[src/hw/wfp_pkg.sv]
// Package for the wake frame pattern filter: register map, fields, reset values
package wfp_pkg;
	localparam int ADDR_W = 8;
	localparam int DATA_W = 32;
	localparam int MASK_BITS = 128;
	localparam int MASK_WORDS = 4;
	localparam int DA_BYTES = 6;
	localparam int CNT_W = 16;
	// Byte offsets of the registers
	localparam logic [7:0] OFS_WAKE_CSR = 8'h00;
	localparam logic [7:0] OFS_CFG_A = 8'h04;
	localparam logic [7:0] OFS_CFG_B = 8'h08;
	localparam logic [7:0] OFS_MASK0 = 8'h10;
	localparam logic [7:0] OFS_ADDR_A = 8'h20;
	localparam logic [7:0] OFS_ADDR_B = 8'h24;
	localparam logic [7:0] OFS_ADDR_C = 8'h28;
	localparam logic [7:0] OFS_IRQ_MASK = 8'h2C;
	localparam logic [7:0] OFS_IRQ_SRC = 8'h30;
	// Wake control/status fields
	localparam int CSR_DETECT_EN_BIT = 0;
	localparam int CSR_FRAME_RX_BIT = 1;
	// Filter configuration A fields
	localparam int CFGA_OFS_LSB = 0;
	localparam int CFGA_OFS_W = 8;
	localparam int CFGA_BCAST_EN_BIT = 24;
	localparam int CFGA_ANY_MC_EN_BIT = 25;
	localparam int CFGA_ADDR_EN_BIT = 26;
	localparam int CFGA_TRIG_BIT = 27;
	localparam int CFGA_FILTER_EN_BIT = 31;
	// Interrupt source/mask wake event bit
	localparam int WAKE_EVENT_BIT = 8;
	// Reset values
	localparam logic [15:0] CRC_INIT = 16'hFFFF;
	localparam logic [31:0] RST_ZERO = 32'h0000_0000;
endpackage : wfp_pkg

[src/hw/wfp_crc16.sv]
// CRC-16 accumulator that folds in selected bytes of a frame
`timescale 1ns/10ps
`default_nettype none
module wfp_crc16 (
	input wire logic core_clk,
	input wire logic rst,
	input wire logic start,
	input wire logic update,
	input wire logic [7:0] data,
	output logic [15:0] crc_q
);
	import wfp_pkg::*;

	logic [15:0] base;
	logic [15:0] next_crc;
	logic [15:0] crc_d;
	logic [7:0] f;

	// A new frame starts from all ones, even on its first byte
	assign base = start ? CRC_INIT : crc_q;

	always_comb begin
		f[0] = base[15] ^ data[0];
		for (int i = 1; i < 8; i++) begin
			f[i] = base[15 - i] ^ f[i - 1] ^ data[i];
		end
		next_crc[15] = base[7] ^ f[7];
		next_crc[14:10] = base[6:2];
		next_crc[9] = base[1] ^ f[0];
		next_crc[8] = base[0] ^ f[1];
		for (int k = 2; k < 8; k++) begin
			next_crc[k] = f[7 - k] ^ f[9 - k];
		end
		next_crc[1] = f[6];
		next_crc[0] = f[7];
	end

	assign crc_d = update ? next_crc : base;

	always_ff @(posedge core_clk or posedge rst) begin
		if (rst) begin
			crc_q <= CRC_INIT;
		end else begin
			crc_q <= crc_d;
		end
	end
endmodule // wfp_crc16
`default_nettype wire

[src/hw/wfp_filter.sv]
// Wake frame pattern filter with Avalon-MM register slave
// How it works
// - A 128-bit byte mask, one bit per frame byte, picks checksum bytes.
// - Byte offset+j enters the checksum when mask bit j is set.
// - Offset zero is the first destination address byte.
// - The CRC-16 accumulator starts at all ones on every frame.
// - Only selected bytes change the accumulator; others leave it alone.
// - Intermediates F0..F7 chain accumulator high bits with data bits.
// - New bit 15 is old bit 7 xor F7; bits 14..10 take old bits 6..2.
// - Low accumulator bits follow the fixed F-term xor table.
// - With address matching on, a unicast frame counts only at the programmed address.
// - Specific, any-multicast and broadcast qualifiers are ORed, each enabled alone.
// - Wake needs filter on, CRC equal and one qualifying frame type case.
// - A wake frame must also pass FCS and length checks.
// - Frames are tested only while wake frame detection is enabled.
// - A wake frame sets the received flag and the filter triggered flag.
// - Every wake frame sets the wake event bit of the interrupt source.
//
// The register addresses and register access over Avalon-MM were chosen for this implementation.
`timescale 1ns/10ps
`default_nettype none
module wfp_filter (
	input wire logic core_clk,
	input wire logic rst,
	input wire logic [wfp_pkg::ADDR_W-1:0] avs_address,
	input wire logic avs_read,
	input wire logic avs_write,
	input wire logic [wfp_pkg::DATA_W-1:0] avs_writedata,
	input wire logic [3:0] avs_byteenable,
	output logic [wfp_pkg::DATA_W-1:0] avs_readdata,
	output logic avs_waitrequest,
	input wire logic rx_valid,
	input wire logic rx_sof,
	input wire logic [7:0] rx_data,
	input wire logic rx_eof,
	input wire logic rx_fcs_ok,
	input wire logic rx_len_ok,
	output logic wake_event,
	output logic xcvr_irq
);
	import wfp_pkg::*;

	// Byte-enable merge of a write into a stored word
	function automatic logic [31:0] be_merge(input logic [31:0] old_v, input logic [31:0] new_v,
		input logic [3:0] be);
		logic [31:0] r;
		r = old_v;
		for (int b = 0; b < 4; b++) begin
			if (be[b]) begin
				r[8*b +: 8] = new_v[8*b +: 8];
			end
		end
		return r;
	endfunction

	// Write-one-to-clear on one bit; a set in the same cycle wins
	function automatic logic flag_next(input logic cur, input logic set, input logic clr);
		return set | (cur & ~clr);
	endfunction

	// Register state
	logic wake_csr_en_q;
	logic wake_rx_flag_q;
	logic [31:0] cfg_a_q;
	logic trig_flag_q;
	logic [15:0] cfg_b_q;
	logic [MASK_BITS-1:0] mask_q;
	logic [15:0] addr_a_q;
	logic [15:0] addr_b_q;
	logic [15:0] addr_c_q;
	logic irq_mask_q;
	logic irq_src_q;
	logic [31:0] rdata_q;
	logic wait_q;
	logic wake_ev_q;
	logic irq_q;

	// Frame state
	logic in_frame_q;
	logic [CNT_W-1:0] cnt_q;
	logic [7:0] da_q [DA_BYTES];
	logic [15:0] crc_q;

	// Bus decode
	wire [5:0] word_sel = avs_address[7:2];
	// Accepted while waitrequest is high; a write lands on the edge that sees it low
	wire acc = (avs_read | avs_write) & wait_q;
	wire wr_done = avs_write & ~wait_q;
	wire wr_csr = wr_done & (word_sel == OFS_WAKE_CSR[7:2]);
	wire wr_cfga = wr_done & (word_sel == OFS_CFG_A[7:2]);
	wire wr_cfgb = wr_done & (word_sel == OFS_CFG_B[7:2]);
	wire wr_adra = wr_done & (word_sel == OFS_ADDR_A[7:2]);
	wire wr_adrb = wr_done & (word_sel == OFS_ADDR_B[7:2]);
	wire wr_adrc = wr_done & (word_sel == OFS_ADDR_C[7:2]);
	wire wr_imask = wr_done & (word_sel == OFS_IRQ_MASK[7:2]);
	wire wr_isrc = wr_done & (word_sel == OFS_IRQ_SRC[7:2]);
	wire mask_hit = (word_sel >= OFS_MASK0[7:2]) && (word_sel < OFS_MASK0[7:2] + 6'(MASK_WORDS));
	wire [1:0] mask_idx = 2'(word_sel - OFS_MASK0[7:2]);
	wire wr_mask = wr_done & mask_hit;

	// Write-one-to-clear strobes, only where that byte lane is enabled
	wire clr_rx_flag = wr_csr & avs_byteenable[0] & avs_writedata[CSR_FRAME_RX_BIT];
	wire clr_trig = wr_cfga & avs_byteenable[3] & avs_writedata[CFGA_TRIG_BIT];
	wire clr_src = wr_isrc & avs_byteenable[1] & avs_writedata[WAKE_EVENT_BIT];

	// Configuration fields
	wire filter_en = cfg_a_q[CFGA_FILTER_EN_BIT];
	wire addr_en = cfg_a_q[CFGA_ADDR_EN_BIT];
	wire any_mc_en = cfg_a_q[CFGA_ANY_MC_EN_BIT];
	wire bcast_en = cfg_a_q[CFGA_BCAST_EN_BIT];
	wire [CNT_W-1:0] pat_ofs = CNT_W'(cfg_a_q[CFGA_OFS_LSB +: CFGA_OFS_W]);
	wire [47:0] prog_addr = {addr_c_q, addr_b_q, addr_a_q};

	// Byte position in frame; the first byte of a frame is position zero
	wire [CNT_W-1:0] pos = rx_sof ? '0 : cnt_q;
	wire [CNT_W-1:0] rel = pos - pat_ofs;
	wire in_window = (pos >= pat_ofs) && (rel < CNT_W'(MASK_BITS));
	wire byte_sel = in_window && mask_q[rel[6:0]];
	wire byte_ok = rx_valid & (rx_sof | in_frame_q);
	wire crc_upd = byte_ok & byte_sel;
	// Next byte position and destination address capture strobe
	wire [CNT_W-1:0] cnt_nxt = (&pos) ? pos : CNT_W'(pos + 1'b1);
	wire da_cap = byte_ok && (pos < CNT_W'(DA_BYTES));

	// The accumulator reloads on the start byte itself, so no frame leaks into the next
	wfp_crc16 u_crc (
		.core_clk(core_clk),
		.rst(rst),
		.start(rx_valid & rx_sof),
		.update(crc_upd),
		.data(rx_data),
		.crc_q(crc_q)
	);

	// Destination address classification; byte 0 goes first on the wire
	wire [47:0] da_word = {da_q[5], da_q[4], da_q[3], da_q[2], da_q[1], da_q[0]};
	wire is_bcast = &da_word;
	wire is_mcast = da_q[0][0] & ~is_bcast;
	wire is_ucast = ~da_q[0][0];
	wire addr_hit = da_word == prog_addr;
	wire q_ucast = is_ucast & (~addr_en | addr_hit);
	wire q_mcast = is_mcast & (any_mc_en | (addr_en & addr_hit));
	wire q_bcast = is_bcast & bcast_en;
	wire addr_ok = q_ucast | q_mcast | q_bcast;
	wire crc_ok = crc_q == cfg_b_q;

	// End-of-frame decision, once per frame
	wire frame_end = rx_eof & in_frame_q;
	wire wake_hit = frame_end & wake_csr_en_q & filter_en & crc_ok & addr_ok & rx_fcs_ok & rx_len_ok;

	// Read mux
	// Unmapped words read as zero; reserved bits read as zero except in configuration A, which returns them as written
	logic [31:0] rd_mux;
	always_comb begin
		rd_mux = RST_ZERO;
		case (word_sel)
			OFS_WAKE_CSR[7:2]: begin
				rd_mux[CSR_DETECT_EN_BIT] = wake_csr_en_q;
				rd_mux[CSR_FRAME_RX_BIT] = wake_rx_flag_q;
			end
			OFS_CFG_A[7:2]: begin
				rd_mux = cfg_a_q;
				rd_mux[CFGA_TRIG_BIT] = trig_flag_q;
			end
			OFS_CFG_B[7:2]: rd_mux[15:0] = cfg_b_q;
			OFS_ADDR_A[7:2]: rd_mux[15:0] = addr_a_q;
			OFS_ADDR_B[7:2]: rd_mux[15:0] = addr_b_q;
			OFS_ADDR_C[7:2]: rd_mux[15:0] = addr_c_q;
			OFS_IRQ_MASK[7:2]: rd_mux[WAKE_EVENT_BIT] = irq_mask_q;
			OFS_IRQ_SRC[7:2]: rd_mux[WAKE_EVENT_BIT] = irq_src_q;
			default: begin
				if (mask_hit) begin
					rd_mux = mask_q[32*mask_idx +: 32];
				end
			end
		endcase
	end

	// Bus handshake: every access takes exactly one wait cycle
	always_ff @(posedge core_clk or posedge rst) begin
		if (rst) begin
			wait_q <= 1'b1;
		end else begin
			wait_q <= ~acc;
		end
	end

	// Read data is latched at the accepting edge, so it stands while waitrequest is low
	always_ff @(posedge core_clk or posedge rst) begin
		if (rst) begin
			rdata_q <= RST_ZERO;
		end else if (acc && avs_read) begin
			rdata_q <= rd_mux;
		end
	end

	// Software-written configuration, one register per process
	always_ff @(posedge core_clk or posedge rst) begin
		if (rst) begin
			wake_csr_en_q <= 1'b0;
		end else if (wr_csr && avs_byteenable[0]) begin
			wake_csr_en_q <= avs_writedata[CSR_DETECT_EN_BIT];
		end
	end

	always_ff @(posedge core_clk or posedge rst) begin
		if (rst) begin
			cfg_a_q <= RST_ZERO;
		end else if (wr_cfga) begin
			cfg_a_q <= be_merge(cfg_a_q, avs_writedata, avs_byteenable);
		end
	end

	always_ff @(posedge core_clk or posedge rst) begin
		if (rst) begin
			cfg_b_q <= 16'h0000;
		end else if (wr_cfgb) begin
			cfg_b_q <= 16'(be_merge({16'h0000, cfg_b_q}, avs_writedata, avs_byteenable));
		end
	end

	always_ff @(posedge core_clk or posedge rst) begin
		if (rst) begin
			mask_q <= '0;
		end else if (wr_mask) begin
			mask_q[32*mask_idx +: 32] <= be_merge(mask_q[32*mask_idx +: 32], avs_writedata, avs_byteenable);
		end
	end

	always_ff @(posedge core_clk or posedge rst) begin
		if (rst) begin
			addr_a_q <= 16'h0000;
		end else if (wr_adra) begin
			addr_a_q <= 16'(be_merge({16'h0000, addr_a_q}, avs_writedata, avs_byteenable));
		end
	end

	always_ff @(posedge core_clk or posedge rst) begin
		if (rst) begin
			addr_b_q <= 16'h0000;
		end else if (wr_adrb) begin
			addr_b_q <= 16'(be_merge({16'h0000, addr_b_q}, avs_writedata, avs_byteenable));
		end
	end

	always_ff @(posedge core_clk or posedge rst) begin
		if (rst) begin
			addr_c_q <= 16'h0000;
		end else if (wr_adrc) begin
			addr_c_q <= 16'(be_merge({16'h0000, addr_c_q}, avs_writedata, avs_byteenable));
		end
	end

	always_ff @(posedge core_clk or posedge rst) begin
		if (rst) begin
			irq_mask_q <= 1'b0;
		end else if (wr_imask && avs_byteenable[1]) begin
			irq_mask_q <= avs_writedata[WAKE_EVENT_BIT];
		end
	end

	// Hardware-set flags, cleared by writing one
	always_ff @(posedge core_clk or posedge rst) begin
		if (rst) begin
			wake_rx_flag_q <= 1'b0;
		end else begin
			wake_rx_flag_q <= flag_next(wake_rx_flag_q, wake_hit, clr_rx_flag);
		end
	end

	always_ff @(posedge core_clk or posedge rst) begin
		if (rst) begin
			trig_flag_q <= 1'b0;
		end else begin
			trig_flag_q <= flag_next(trig_flag_q, wake_hit, clr_trig);
		end
	end

	wire src_next = flag_next(irq_src_q, wake_hit, clr_src);
	always_ff @(posedge core_clk or posedge rst) begin
		if (rst) begin
			irq_src_q <= 1'b0;
		end else begin
			irq_src_q <= src_next;
		end
	end

	always_ff @(posedge core_clk or posedge rst) begin
		if (rst) begin
			wake_ev_q <= 1'b0;
		end else begin
			wake_ev_q <= wake_hit;
		end
	end

	// Follows the source flag's next value, so it rises together with the wake pulse
	always_ff @(posedge core_clk or posedge rst) begin
		if (rst) begin
			irq_q <= 1'b0;
		end else begin
			irq_q <= src_next & irq_mask_q;
		end
	end

	// Frame tracking; a second end marker without a new start is ignored
	always_ff @(posedge core_clk or posedge rst) begin
		if (rst) begin
			in_frame_q <= 1'b0;
		end else if (rx_eof) begin
			in_frame_q <= 1'b0;
		end else if (rx_valid && rx_sof) begin
			in_frame_q <= 1'b1;
		end
	end

	// Saturating, so an overlong frame cannot wrap back into the mask window
	always_ff @(posedge core_clk or posedge rst) begin
		if (rst) begin
			cnt_q <= '0;
		end else if (byte_ok) begin
			cnt_q <= cnt_nxt;
		end
	end

	// Destination address capture from the first six bytes
	always_ff @(posedge core_clk or posedge rst) begin
		if (rst) begin
			for (int i = 0; i < DA_BYTES; i++) begin
				da_q[i] <= 8'h00;
			end
		end else if (da_cap) begin
			da_q[pos[2:0]] <= rx_data;
		end
	end

	// Every output comes straight from a flip-flop
	assign avs_readdata = rdata_q;
	assign avs_waitrequest = wait_q;
	assign wake_event = wake_ev_q;
	assign xcvr_irq = irq_q;
endmodule // wfp_filter
`default_nettype wire

[config.mk]
export PLATFORM = sky130hd
export DESIGN_NAME = wfp_filter
export DESIGN_NICKNAME = d
export VERILOG_FILES = /design/src/hw/wfp_pkg.sv /design/src/hw/wfp_crc16.sv /design/src/hw/wfp_filter.sv
export SDC_FILE = /design/constraint.sdc
export NUM_CORES = 1
export LEC_CHECK = 0
export ABC_AREA = 1
export BUFFER_PORTS_ARGS = -buffer_cell sky130_fd_sc_hd__buf_4
export CELL_PAD_IN_SITES_DETAIL_PLACEMENT = 1
export CELL_PAD_IN_SITES_GLOBAL_PLACEMENT = 1
export CORE_ASPECT_RATIO = 0.75
export CORE_MARGIN = 8
export CORE_UTILIZATION = 40
export DETAILED_ROUTE_END_ITERATION = 8
export PLACE_DENSITY_LB_ADDON = 0.3
export REMOVE_ABC_BUFFERS = 1
export SLEW_MARGIN = 20
export SYNTH_ARGS = -nofsm -noshare
export SYNTH_HDL_FRONTEND = slang
export SYNTH_SLANG_ARGS = --single-unit
[constraint.sdc]
create_clock -name core_clk -period 11.7 [get_ports core_clk]
set_input_delay 1.17 -clock core_clk [delete_from_list [all_inputs] [get_ports core_clk]]
set_output_delay 1.17 -clock core_clk [all_outputs]
set_load 0.01 [all_outputs]
-- Word-level counts from Yosys, hierarchy flattened
Cells that the tools add are included.
- add/subtract/negate cells: 4
- $lt $le $gt $ge: 8
- eq/ne operators: 9
- shift operators: 3
- muxes and demuxes: 26
- bitwise logic cells: 78
- reduce and logical (&&, ||, !) cells: 28
- operators by type and width (operator ; number):
    128-bit bitwise mux ; 1
    32-bit by 34-bit variable shift with 128-bit output, first input constant ; 1
    128-bit by 8-bit indexed part select with 32-bit output ; 1
    32-bit by 34-bit indexed part select with 128-bit output ; 1
    8-bit 2-to-1 mux ; 9
    16-bit 2-to-1 mux ; 4
    48-bit bitwise mux ; 1
    48-bit equality test ; 1
    48-bit AND reduction ; 1
    7-bit one-hot mux with 6 select lines ; 1
    1-bit AND ; 36
    6-bit one-hot mux with 6 select lines ; 1
    7-bit negator with 34-bit output ; 1
    32-bit 2-to-1 mux ; 1
    16-bit one-hot mux with 2 select lines ; 1
    6-bit by 4-bit equality test with 1-bit output, second input constant ; 5
    8-bit demux with 3-bit select ; 1
    2-bit AND reduction ; 12
    1-bit bitwise XOR ; 24
    16-bit by 1-bit adder with 16-bit output, second input constant ; 1
    16-bit equality test ; 1
    16-bit by 8-bit >= comparator with 1-bit output ; 1
    16-bit by 3-bit < comparator with 1-bit output, second input constant ; 1
    16-bit by 8-bit < comparator with 1-bit output, second input constant ; 1
    23 further kinds ; 48
- flip-flop bits (word level): 345
- input bits: 61
- word-level logic and storage cells: 187

-- Depth between registers and ports, before layout
Gate-level depths: netlist of run 1.
- word-level depth: 19
- mapped depth: 23

-- Hierarchy
From an unflattened synthesis of run 1, not the netlist that was laid out.
- cells, all modules: 2501
- area, all modules: 19054.5 um^2
- modules (own cells, without submodules) (module ; times used ; cells each ; area each (um^2) ; sequential area each (um^2)):
    wfp_filter ; 1 ; 2337 ; 17887.2 ; 8209.1
    wfp_crc16 ; 1 ; 164 ; 1167.4 ; 420.4

-- Least setup slack after synthesis of run 1
No wires, ideal clock.
- path kind: input-to-reg
- start point: input rx_sof
- end point: register u_crc.crc_q[13]
- library setup time: 77 ps
- arrival time: 3643 ps
- required time: 11623 ps
- setup slack: 7980 ps
- stages on the path: 20
- cells stage by stage: nor2_1 -> inv_1 -> ha_1 -> inv_1 -> fa_1 -> clkbuf_1 -> inv_1 -> clkbuf_1 -> o21ai_0 -> a21oi_1 -> o21ai_1 -> nand2_1 -> nand2_1 -> nand3_1 -> nand3_1 -> nand3_2 -> nand3_4 -> buf_6 -> nand2_1 -> nand2_1
- cells in the longest elaborated chain, start to end: 7
- ends and longest elaborated chain (what ; RTL line ; RTL):
    from (decl) ; wfp_filter.sv:33 ; input wire logic rx_sof,
    16-bit 2-to-1 mux ; wfp_filter.sv:115 ; wire [CNT_W-1:0] pos = rx_sof ? '0 : cnt_q;
    16-bit by 8-bit subtractor with 16-bit output ; wfp_filter.sv:116 ; wire [CNT_W-1:0] rel = pos - pat_ofs;
    1-bit binary-select mux with 7-bit select / 16-bit by 8-bit < comparator with 1-bit output (equally long branches) ; wfp_filter.sv:118, wfp_filter.sv:117 ;
    1-bit 2-to-1 mux (implied by the code) / 1-bit logical AND (equally long branches) ; wfp_filter.sv:118, wfp_filter.sv:117 ;
    1-bit logical AND ; wfp_filter.sv:118 ; wire byte_sel = in_window && mask_q[rel[6:0]];
    1-bit AND ; wfp_filter.sv:120 ; wire crc_upd = byte_ok & byte_sel;
    16-bit 2-to-1 mux * ; wfp_crc16.sv:38 ; assign crc_d = update ? next_crc : base;
    net u_crc.crc_d[13] ; wfp_crc16.sv:16 ; logic [15:0] crc_d;
    to (signal assigned) ; wfp_crc16.sv:44 ; crc_q <= crc_d;
    to (decl) ; wfp_crc16.sv:10 ; output logic [15:0] crc_q
Mark *: on every way through the listed nets, which the timed path passes. The rest lies on a longest branch. The select of a mux whose other input is x is not followed.
A chain may end at the register's enable or synchronous reset.

-- Worst setup path in the final report of run 1
- start point: input rx_sof
- end point: register u_crc.crc_q[12]
The elaborated chain is that of the path after synthesis.

==> results.yml, run 1 <==
run_status:
  status: "complete, no violations"
sta:
  setup_viol: 0
  fin_tns_setup_ns: 0
  slew-limit-headroom_pct: 27.6
  layout_worst_path_cycle_share_pct: 44.5
  rsz0062_at_grt: "no"
  worst_pin_slew_ns: 1.08
  fin_crit_ns: 5.21
  fin_skew_ns: 0.0310
  fmax_mhz: 192
  slew_viol_final: 0
  final_hold_viol_count: 0
route:
  met2_length_um: 31900
  firstDrtPassIters: 5
  drtIter0Drc: 1797
  vias: 18400
  drc: 0
  wl_per_cell_um: 23.7
  wirelength_met1_um: 34200
  highest_layer: "met5"
  drt-total-wl_um: 73300
  dr_wl_met3_um: 5610
  ant_nets: 0
  vias_per_cell: 5.94
clock_network:
  cts_buffers: 39
  htreeDepth: 2
  clock_latency_ns: 0.56
  cts_sinks: 344
  cts-root-to-sink-buffers: 3
  cts-root-buf: "clkbuf_16"
  path_clk_slew_ns: 0.06
  cts_tree: "yes"
  hold_buffers: 0
  cts_resized: 0
  post-cts-setup-buffer-count: 0
synthesis:
  ys_types: 55
  synth_seq_cells: 344
  synthTopCellsByArea: "dfrtp_1, nand2_1, o21ai_0, inv_1, o22ai_1"
  synthFlopType: "dfrtp_1"
  synth_top_area_share_pct: 43.7
  syn_area_um2: 18700
  synth_edf_count: 0
  postSynthAreaPerCell_um2: 7.79
  yosys_warnings: 0
  yosys.area.top_type: "dfrtp_1"
  synth_cells: 2407
  seq_area_frac_synth_pct: 46.0
  async_reset_ff_share_pct: 100
floorplan:
  start_util_pct: 40.6
  die-area_um2: 54100
  ioPinCount: 96
  rows: 68
  dieHeight_um: 203
  die_w_um: 266
  design.core.area_um2: 46100
pwr:
  power_frac_seq_pct: 42.8
  p_total_mw: 3.40
  power.leakage_nw: 10.1
  powerDensity_nw_per_um2: 160
  clock_power_share_pct: 36.7
  intPower_mw: 2.27
  power_switching_mw: 1.13
  worst_ir_drop_vdd_uv: 106
  p_sw_share_pct: 33.3
  comb_power_share_pct: 20.5
placement:
  dpl.hpwl_um: 50200
  place_congestion: 0.892
  io_buffers: 93
  dp_cells: 3027
critical_path:
  crit_fanout: 97
  end_kind: "register"
  worst_ep_required_time_ns: 12.18
  path_class: "input port to register"
  worstPathArrival_ns: 5.69
  crit_path_start_kind: "input port"
final_layout:
  stdcell_count: 3098
  diodes: 0
  drive_gt1_share_pct: 10.2
  layout.nets: 2511
  num-fill-cells: 5704
  area_delta_synth_final_pct: 13.0
grt:
  antenna_found_initial: 2
  track_usage_pct: 26.6
  overflow: 0
  grt_start_max_net_pins: 162
  grt_pass1_wl_um: 114000
  grt_pass1_vias: 19000
job:
  maxCapViolCount: 0
hold_path:
  hp-class: "register to register"
cell usage in the layout (no fill, tap or decap), types with 31 or more instances in the layout:
| master | instances |
|---|---|
| dfrtp_1 | 327 |
| nand2_1 | 503 |
| nand4_1 | 42 |
| nor2_1 | 119 |
| clkbuf_16 | 39 |
| inv_1 | 291 |
| o21ai_0 | 351 |
| o22ai_1 | 117 |
| buf_4 | 108 |
| a21oi_1 | 140 |
| xor2_1 | 31 |
| nand3_1 | 115 |
| xnor2_1 | 35 |
area by class of cell:
| cell class | instances | area, um^2 | share of cell area [%] |
|---|---|---|---|
| tap | 630 | 788 | 3.72 |
| inverter | 306 | 1160 | 5.47 |
| clock inverter | 8 | 92.6 | 0.437 |
| timing repair buffer | 109 | 831 | 3.92 |
| multi-input combinational | 1638 | 8510 | 40.2 |
| clock buffer | 63 | 1170 | 5.51 |
| sequential | 344 | 8630 | 40.8 |
logic make-up after synthesis:
logic type | count (synthesis) | synth area share (%)
AO/OA/AOI/OAI | 694 | 20.8
XOR/XNOR | 68 | 3.26
adder cells (fa/ha/maj) | 12 | 0.841
buffers and inverters | 425 | 8.73
flip-flops | 344 | 46.0
multiplexers | 15 | 0.901
AND/OR/NAND/NOR | 849 | 19.4
metal layers:
layer,global-route usage (%),vias to the layer above
li1,-,8174
met1,39.3,9381
met2,40.4,727
met3,4.50,120
met4,6.34,4
met5,0,-
path summary, 6_finish.rpt:
check | start | slack, ns | cells after the start | to
setup reg to reg | cnt_q[0] | 6.86 | 17 | u_crc.crc_q[12]
max in group asynchronous | rst | 8.77 | 4 | addr_a_q[5]
hold reg to reg | avs_waitrequest | 0.47 | 1 | avs_waitrequest
setup / recovery | rx_sof | 6.49 | 17 | u_crc.crc_q[12]
min in group asynchronous | rst | 0.75 | 2 | mask_q[40]
hold / removal | avs_waitrequest | 0.47 | 1 | avs_waitrequest
power by group through the flow:
stage | Combinational (mW) | Clock (mW) | Sequential, mW
final | 0.696 | 1.24 | 1.46
after global routing | 0.771 | 1.30 | 1.47
after CTS | 0.686 | 1.25 | 1.45
after detailed placement | 0.679 | 0 | 1.47
after global placement | 0.654 | 0 | 1.46
after floorplan | 0.445 | 0 | 1.43
state kept, by name (all words and copies together), names as in the netlist, 31 cells and up:
register      flops
da_q             48
avs_readdata     32
cfg_a_q          31
mask_q          128
synthesized netlist by cell type, types with 5 or more instances:
cell and number:
nor2_2 5, a21oi_1 140, mux2_2 15, nand3_1 117
nand4_1 42, or2_2 11, a32o_1 5, dfstp_2 17
a2111oi_0 7, clkbuf_1 98, nand2_2 10, xnor2_1 35
ha_1 11, nor4_1 11, clkinv_1 7, o2111ai_1 5
buf_2 10, o21ai_0 351, o31ai_1 10, o22ai_1 117
xor2_1 31, inv_2 5, dfrtp_1 327, nand2_1 505
nor3_1 15, buf_1 7, o32ai_1 24, nor2_1 120
a221oi_1 5, inv_1 293, o211ai_1 9
critical path, stage by stage:
cell and delay (ns):
buf_4 0.18, nor2_1 0.20, inv_1 0.14, ha_2 0.36, buf_4 0.71, inv_1 0.78, o21ai_0 0.48, nand2_1 0.09
nand2_1 0.06, nand2_1 0.10, nand2_1 0.11, nand3_1 0.12, nand3_1 0.15, nand3_2 0.37, nand3_4 0.37, nand2_1 0.11
nand2_1 0.09
stage by stage:
step	setup slack, ns	hold slack (ns)	util (%)	instance area [um^2]
after global routing	6.24	0.499	45.9	21200
after global placement	6.21	0.460	43.2	19900
after detailed placement	6.10	0.463	43.2	19900
after floorplan	1.02	0.450	-	18300
final	6.49	0.474	45.9	21200
after CTS	6.65	0.479	45.9	21200
No activity file was read; power rests on OpenSTA's default activity.
==> run 2: changes to the inputs <==
- clock period: 11.7 -> 4.8 ns (I/O delays scaled with it)
==> run 2 against run 1 <==
Effect of this change: cell count grew 0.48%; first-iteration DRC count is 6.2% lower; count of clock-buffer cells in the layout down 7; hold slack worse by 0.44 ns; critical path depth increased by 3; critical path type is now register to register; wire length is 1.1% lower; clock power is 130% higher; register-to-register slack worse by 6.1 ns; via count decreased by 1.1%.
==> results.yml, run 2 (synthesized netlist as in run 1, its figures left out) <==
sta:
  holdWs_ns: 0.0383
  layout_worst_path_cycle_share_pct: 83.8
  fin_skew_ns: 0.0182
  slew_viol_final: 0
  setup_ws_ns: 0.779
  setup_viol: 0
  slew-limit-headroom_pct: 37.5
  fmax_mhz: 249
  rsz0062_at_grt: "no"
  worst_pin_slew_ns: 0.937
  fin_crit_ns: 4.02
  final_hold_viol_count: 0
placement:
  io_buffers: 93
  preCtsSetupSlack_ns: 0.639
  place_congestion: 0.907
  dpl.hpwl_um: 51600
  dp_cells: 3045
route:
  vias: 18200
  firstDrtPassIters: 5
  drt-total-wl_um: 72500
  ant_nets: 0
  wl_per_cell_um: 23.3
  drtIter0Drc: 1685
  vias_per_cell: 5.85
  drc: 0
floorplan:
  design.core.area_um2: 46100
  die-area_um2: 54100
  start_util_pct: 40.6
  rows: 68
  ioPinCount: 96
  die_w_um: 266
  dieHeight_um: 203
grt:
  grt_pass1_wl_um: 112000
  grt_pass1_vias: 19000
  overflow: 0
  grt_start_max_net_pins: 104
  track_usage_pct: 26.3
  antenna_found_initial: 0
final_layout:
  layout_common_cells: "nand2_1, o21ai_0, dfrtp_1"
  largest_register_ffs: 128
  layout.nets: 2528
  area_delta_synth_final_pct: 13.4
  largest_register: "mask_q"
  stdcell_count: 3113
  final_common_cell: "nand2_1"
  diodes: 0
  finish.utilization_pct: 46.1
  drive_gt1_share_pct: 10.6
clock_network:
  cts_buffers: 38
  cts_resized: 0
  htreeDepth: 2
  clock_latency_ns: 0.55
  path_clk_slew_ns: 0.07
  cts_tree: "yes"
  cts_sinks: 344
  hold_buffers: 0
  cts-root-buf: "clkbuf_16"
  cts-root-to-sink-buffers: 3
  post-cts-setup-buffer-count: 0
job:
  maxCapViolCount: 0
run_status:
  status: "complete, no violations"
critical_path:
  worstPathArrival_ns: 4.50
  end_kind: "register"
  worst_ep_required_time_ns: 5.28
  crit_fanout: 22
  path_class: "register to register"
  crit_path_start_kind: "register"
pwr:
  p_total_mw: 8.14
  worst_ir_drop_vdd_uv: 223
  powerDensity_nw_per_um2: 383
  power.leakage_nw: 10.2
hold_path:
  hp-class: "input port to async pin"
run 2: area by class of cell:
type                    count  area, um^2
clock inverters            12         106
clock buffers              56        1080
inverters                 306        1160
flip-flops and latches    344        8630
repair buffers            127        1000
fillers                  5672       24900
well taps                 630         788
multi-input cells        1638        8480
run 2: per-layer routing:
metal / global-route usage (%) / vias up / share of wire, %
met1: 38.9 / 9170 / 47
met4: 7.16 / 0 / 2.4
met5: 0 / - / 0
met2: 39.0 / 718 / 43
met3: 4.86 / 132 / 7.8
li1: - / 8191 / -
run 2: power by group:
part	internal (mW)	switching [mW]	total [mW]
clock	1.62	1.27	2.89
combinational	0.580	1.12	1.70
sequential	3.23	0.317	3.55
total	5.43	2.71	8.14
run 2: final timing paths:
path | startpoint | endpoint | slack (ns) | cells after the start
worst min register to register | avs_waitrequest | avs_waitrequest | 0.48 | 1
min in group core_clk | rx_eof | in_frame_q | 0.13 | 2
worst max register to register | cnt_q[0] | u_crc.crc_q[9] | 0.78 | 20
worst max-delay path | cnt_q[0] | u_crc.crc_q[9] | 0.78 | 20
worst min-delay path | rst | avs_readdata[31] | 0.04 | 2
max in group asynchronous | rst | u_crc.crc_q[10] | 3.62 | 3
run 2: worst max-delay path: stages, from the launching register on:
cell and delay [ns]:
dfrtp_1 0.38, inv_1 0.09, nor2_1 0.17, inv_1 0.14, ha_2 0.19, inv_1 0.15, fa_1 0.50, inv_1 0.36
buf_12 0.23, a21oi_1 0.06, o21ai_0 0.13, nand2_1 0.11, nand2_1 0.08, nand2_1 0.09, nand2_1 0.08, nand3_1 0.10
nand3_1 0.12, nand3_2 0.38, nand3_4 0.38, nand2_1 0.10, nand2_1 0.08
run 2: stage by stage:
step           TNS [ns]  cell area (um^2)
2_1_floorplan  -1738.38             18300
3_3_place_gp          0             20100
3_5_place_dp          0             20100
4_1_cts               0             21200
5_1_grt               0             21200
6_report              0             21200
==> run 3: changes to the inputs <==
- clock period: 4.8 -> 3.7 ns (I/O delays scaled with it)
==> run 3 against run 2 <==
Effect of this change: wire length rose by 2.5%; register-to-register slack got worse by 0.56 ns; first-iteration DRC count rose by 8.5%; utilization rose by 0.73 points; global-route usage rose by 0.71 points; count of clock-buffer cells in the layout did not move; via count rose by 2.2%; total power rose by 35%; non-clock buffer count rose by 20; fmax rose by 16%; setup slack got worse by 0.56 ns; sequential power rose by 30%; critical endpoint is now u_crc.crc_q[5]; largest power group unchanged; highest routed layer unchanged.
==> results.yml, run 3 (synthesized netlist as in run 1, its figures left out) <==
final_layout:
  layout_common_cells: "nand2_1, o21ai_0, dfrtp_1"
  largest_register_ffs: 128
  seq_area_um2: 8630
  layout.nets: 2549
  drive_gt1_share_pct: 11.6
  num-fill-cells: 5666
  diodes: 0
  multi_input_area_um2: 8480
  area_delta_synth_final_pct: 15.2
  final_common_cell: "nand2_1"
  largest_register: "mask_q"
sta:
  holdWs_ns: 0.0374
  slew-limit-headroom_pct: 36.8
  final_hold_viol_count: 0
  setup_viol: 0
  fin_tns_setup_ns: 0
  fin_crit_ns: 3.48
  rsz0062_at_grt: "no"
  slew_viol_final: 0
  worst_pin_slew_ns: 0.942
  fin_skew_ns: 0.0245
  layout_worst_path_cycle_share_pct: 94.0
  fmax_mhz: 287
clock_network:
  cts_buffers: 39
  path_clk_slew_ns: 0.06
  post-cts-setup-buffer-count: 0
  cts-root-to-sink-buffers: 3
  cts-root-buf: "clkbuf_16"
  cts_tree: "yes"
  cts_sinks: 344
  clock_latency_ns: 0.59
  htreeDepth: 2
floorplan:
  die_w_um: 266
  start_util_pct: 40.6
  rows: 68
  design.core.area_um2: 46100
  die-area_um2: 54100
  dieHeight_um: 203
  ioPinCount: 96
pwr:
  clock_power_share_pct: 37.3
  power.leakage_nw: 10.4
  powerDensity_nw_per_um2: 508
  comb_power_share_pct: 20.8
  p_sw_share_pct: 33.0
  worst_ir_drop_vdd_uv: 403
  power_switching_mw: 3.62
  intPower_mw: 7.36
  power_frac_seq_pct: 41.9
route:
  vias: 18600
  drtIter0Drc: 1828
  drt-total-wl_um: 74300
  firstDrtPassIters: 6
  drc: 0
  ant_nets: 0
  wl_per_cell_um: 23.7
  vias_per_cell: 5.93
critical_path:
  worstPathArrival_ns: 3.99
  crit_fanout: 18
  path_class: "register to register"
  crit_path_start_kind: "register"
  path_cells: "inv_1, nor2_1, inv_1, ha_2, inv_1, fa_1, inv_2, buf_12, a21oi_1, o21ai_0, nand3_1, nand2_1, nand2_1, nand3_1, nand3_1, nand3_2, buf_4, nand4_1, nand2_1"
  rrSetupSlack_ns: 0.22
  path_delay_family: "simple AND/OR/NAND/NOR gates"
  crit_path_max_incr_delay_ns: 0.53
  worst-path-buf-inv: 6
  end_kind: "register"
  cp_slowest_cell: "fa_1"
  worst_ep_required_time_ns: 4.21
run_status:
  status: "complete, no violations"
grt:
  grt_pass1_vias: 19500
  overflow: 0
  grt_pass1_wl_um: 115000
  grt_start_max_net_pins: 99
  antenna_found_initial: 0
  track_usage_pct: 27.0
placement:
  place_congestion: 0.891
  io_buffers: 93
  dpl.hpwl_um: 52600
job:
  maxCapViolCount: 0
hold_path:
  hp-class: "input port to register"
run 3: power by group through the flow:
stage	sequential, mW	combinational, mW	clock [mW]
floorplan	4.52	1.41	0
global placement	4.63	2.11	0
detailed placement	4.65	2.21	0
CTS	4.59	2.24	4.15
global route	4.64	2.52	4.28
finish	4.60	2.28	4.10
run 3: area by class of cell:
| class | count | share of cell area [%] |
|---|---|---|
| sequential | 344 | 40.0 |
| multi-input combinational | 1638 | 39.3 |
| timing repair buffer | 147 | 5.54 |
| inverter | 306 | 5.37 |
| clock buffer | 56 | 5.28 |
| tap | 630 | 3.65 |
| clock inverter | 15 | 0.881 |
run 3: metrics by stage:
step / worst slack (ns) / power, mW / utilization (%) / std cells / instance area, um^2
CTS: 0.203 / 11.0 / 46.8 / 3136 / 21600
floorplan: -6.18 / 5.93 / - / 2288 / 18300
global placement: 0.317 / 6.74 / 43.9 / 3063 / 20200
detailed placement: 0.209 / 6.86 / 43.9 / 3063 / 20200
global route: 0.0173 / 11.4 / 46.8 / 3136 / 21600
finish: 0.221 / 11.0 / 46.8 / 3136 / 21600
run 3: final timing paths:
| kind | endpoint | from | cells past startpoint |
|---|---|---|---|
| worst max-delay path | u_crc.crc_q[5] | cnt_q[0] | 19 |
| worst min-delay path | avs_waitrequest | avs_write | 4 |
| worst max register to register | u_crc.crc_q[5] | cnt_q[0] | 19 |
| worst min register to register | avs_waitrequest | avs_waitrequest | 1 |
| max in group asynchronous | da_q[5] | rst | 4 |
| min in group asynchronous | avs_readdata[31] | rst | 3 |
run 3: routing by layer:
metal | wire length (um) | global-route usage (%) | share of wire, % | vias up
met5 | 0 | 0 | 0 | -
met4 | 1670 | 7.59 | 2.3 | 0
met3 | 6530 | 5.68 | 8.8 | 136
met2 | 32100 | 39.7 | 43 | 820
met1 | 34100 | 39.7 | 46 | 9404
li1 | - | - | - | 8246
run 3: worst register-to-register path, delay by kind of cell, from the launching register on:
kind / cells / cell delay [ns]
simple gates: 9 / 1.12
flops: 1 / 0.37
fa+ha+maj: 2 / 0.72
buf+inv: 6 / 1.00
compound gates: 2 / 0.20
run 3: what timing repair did:
action                                 in CTS  in global routing
hold buffers                                2                  0
gates resized for setup                     0                  5
setup endpoints to repair                   0                 16
endpoints found under the hold margin      75                  0
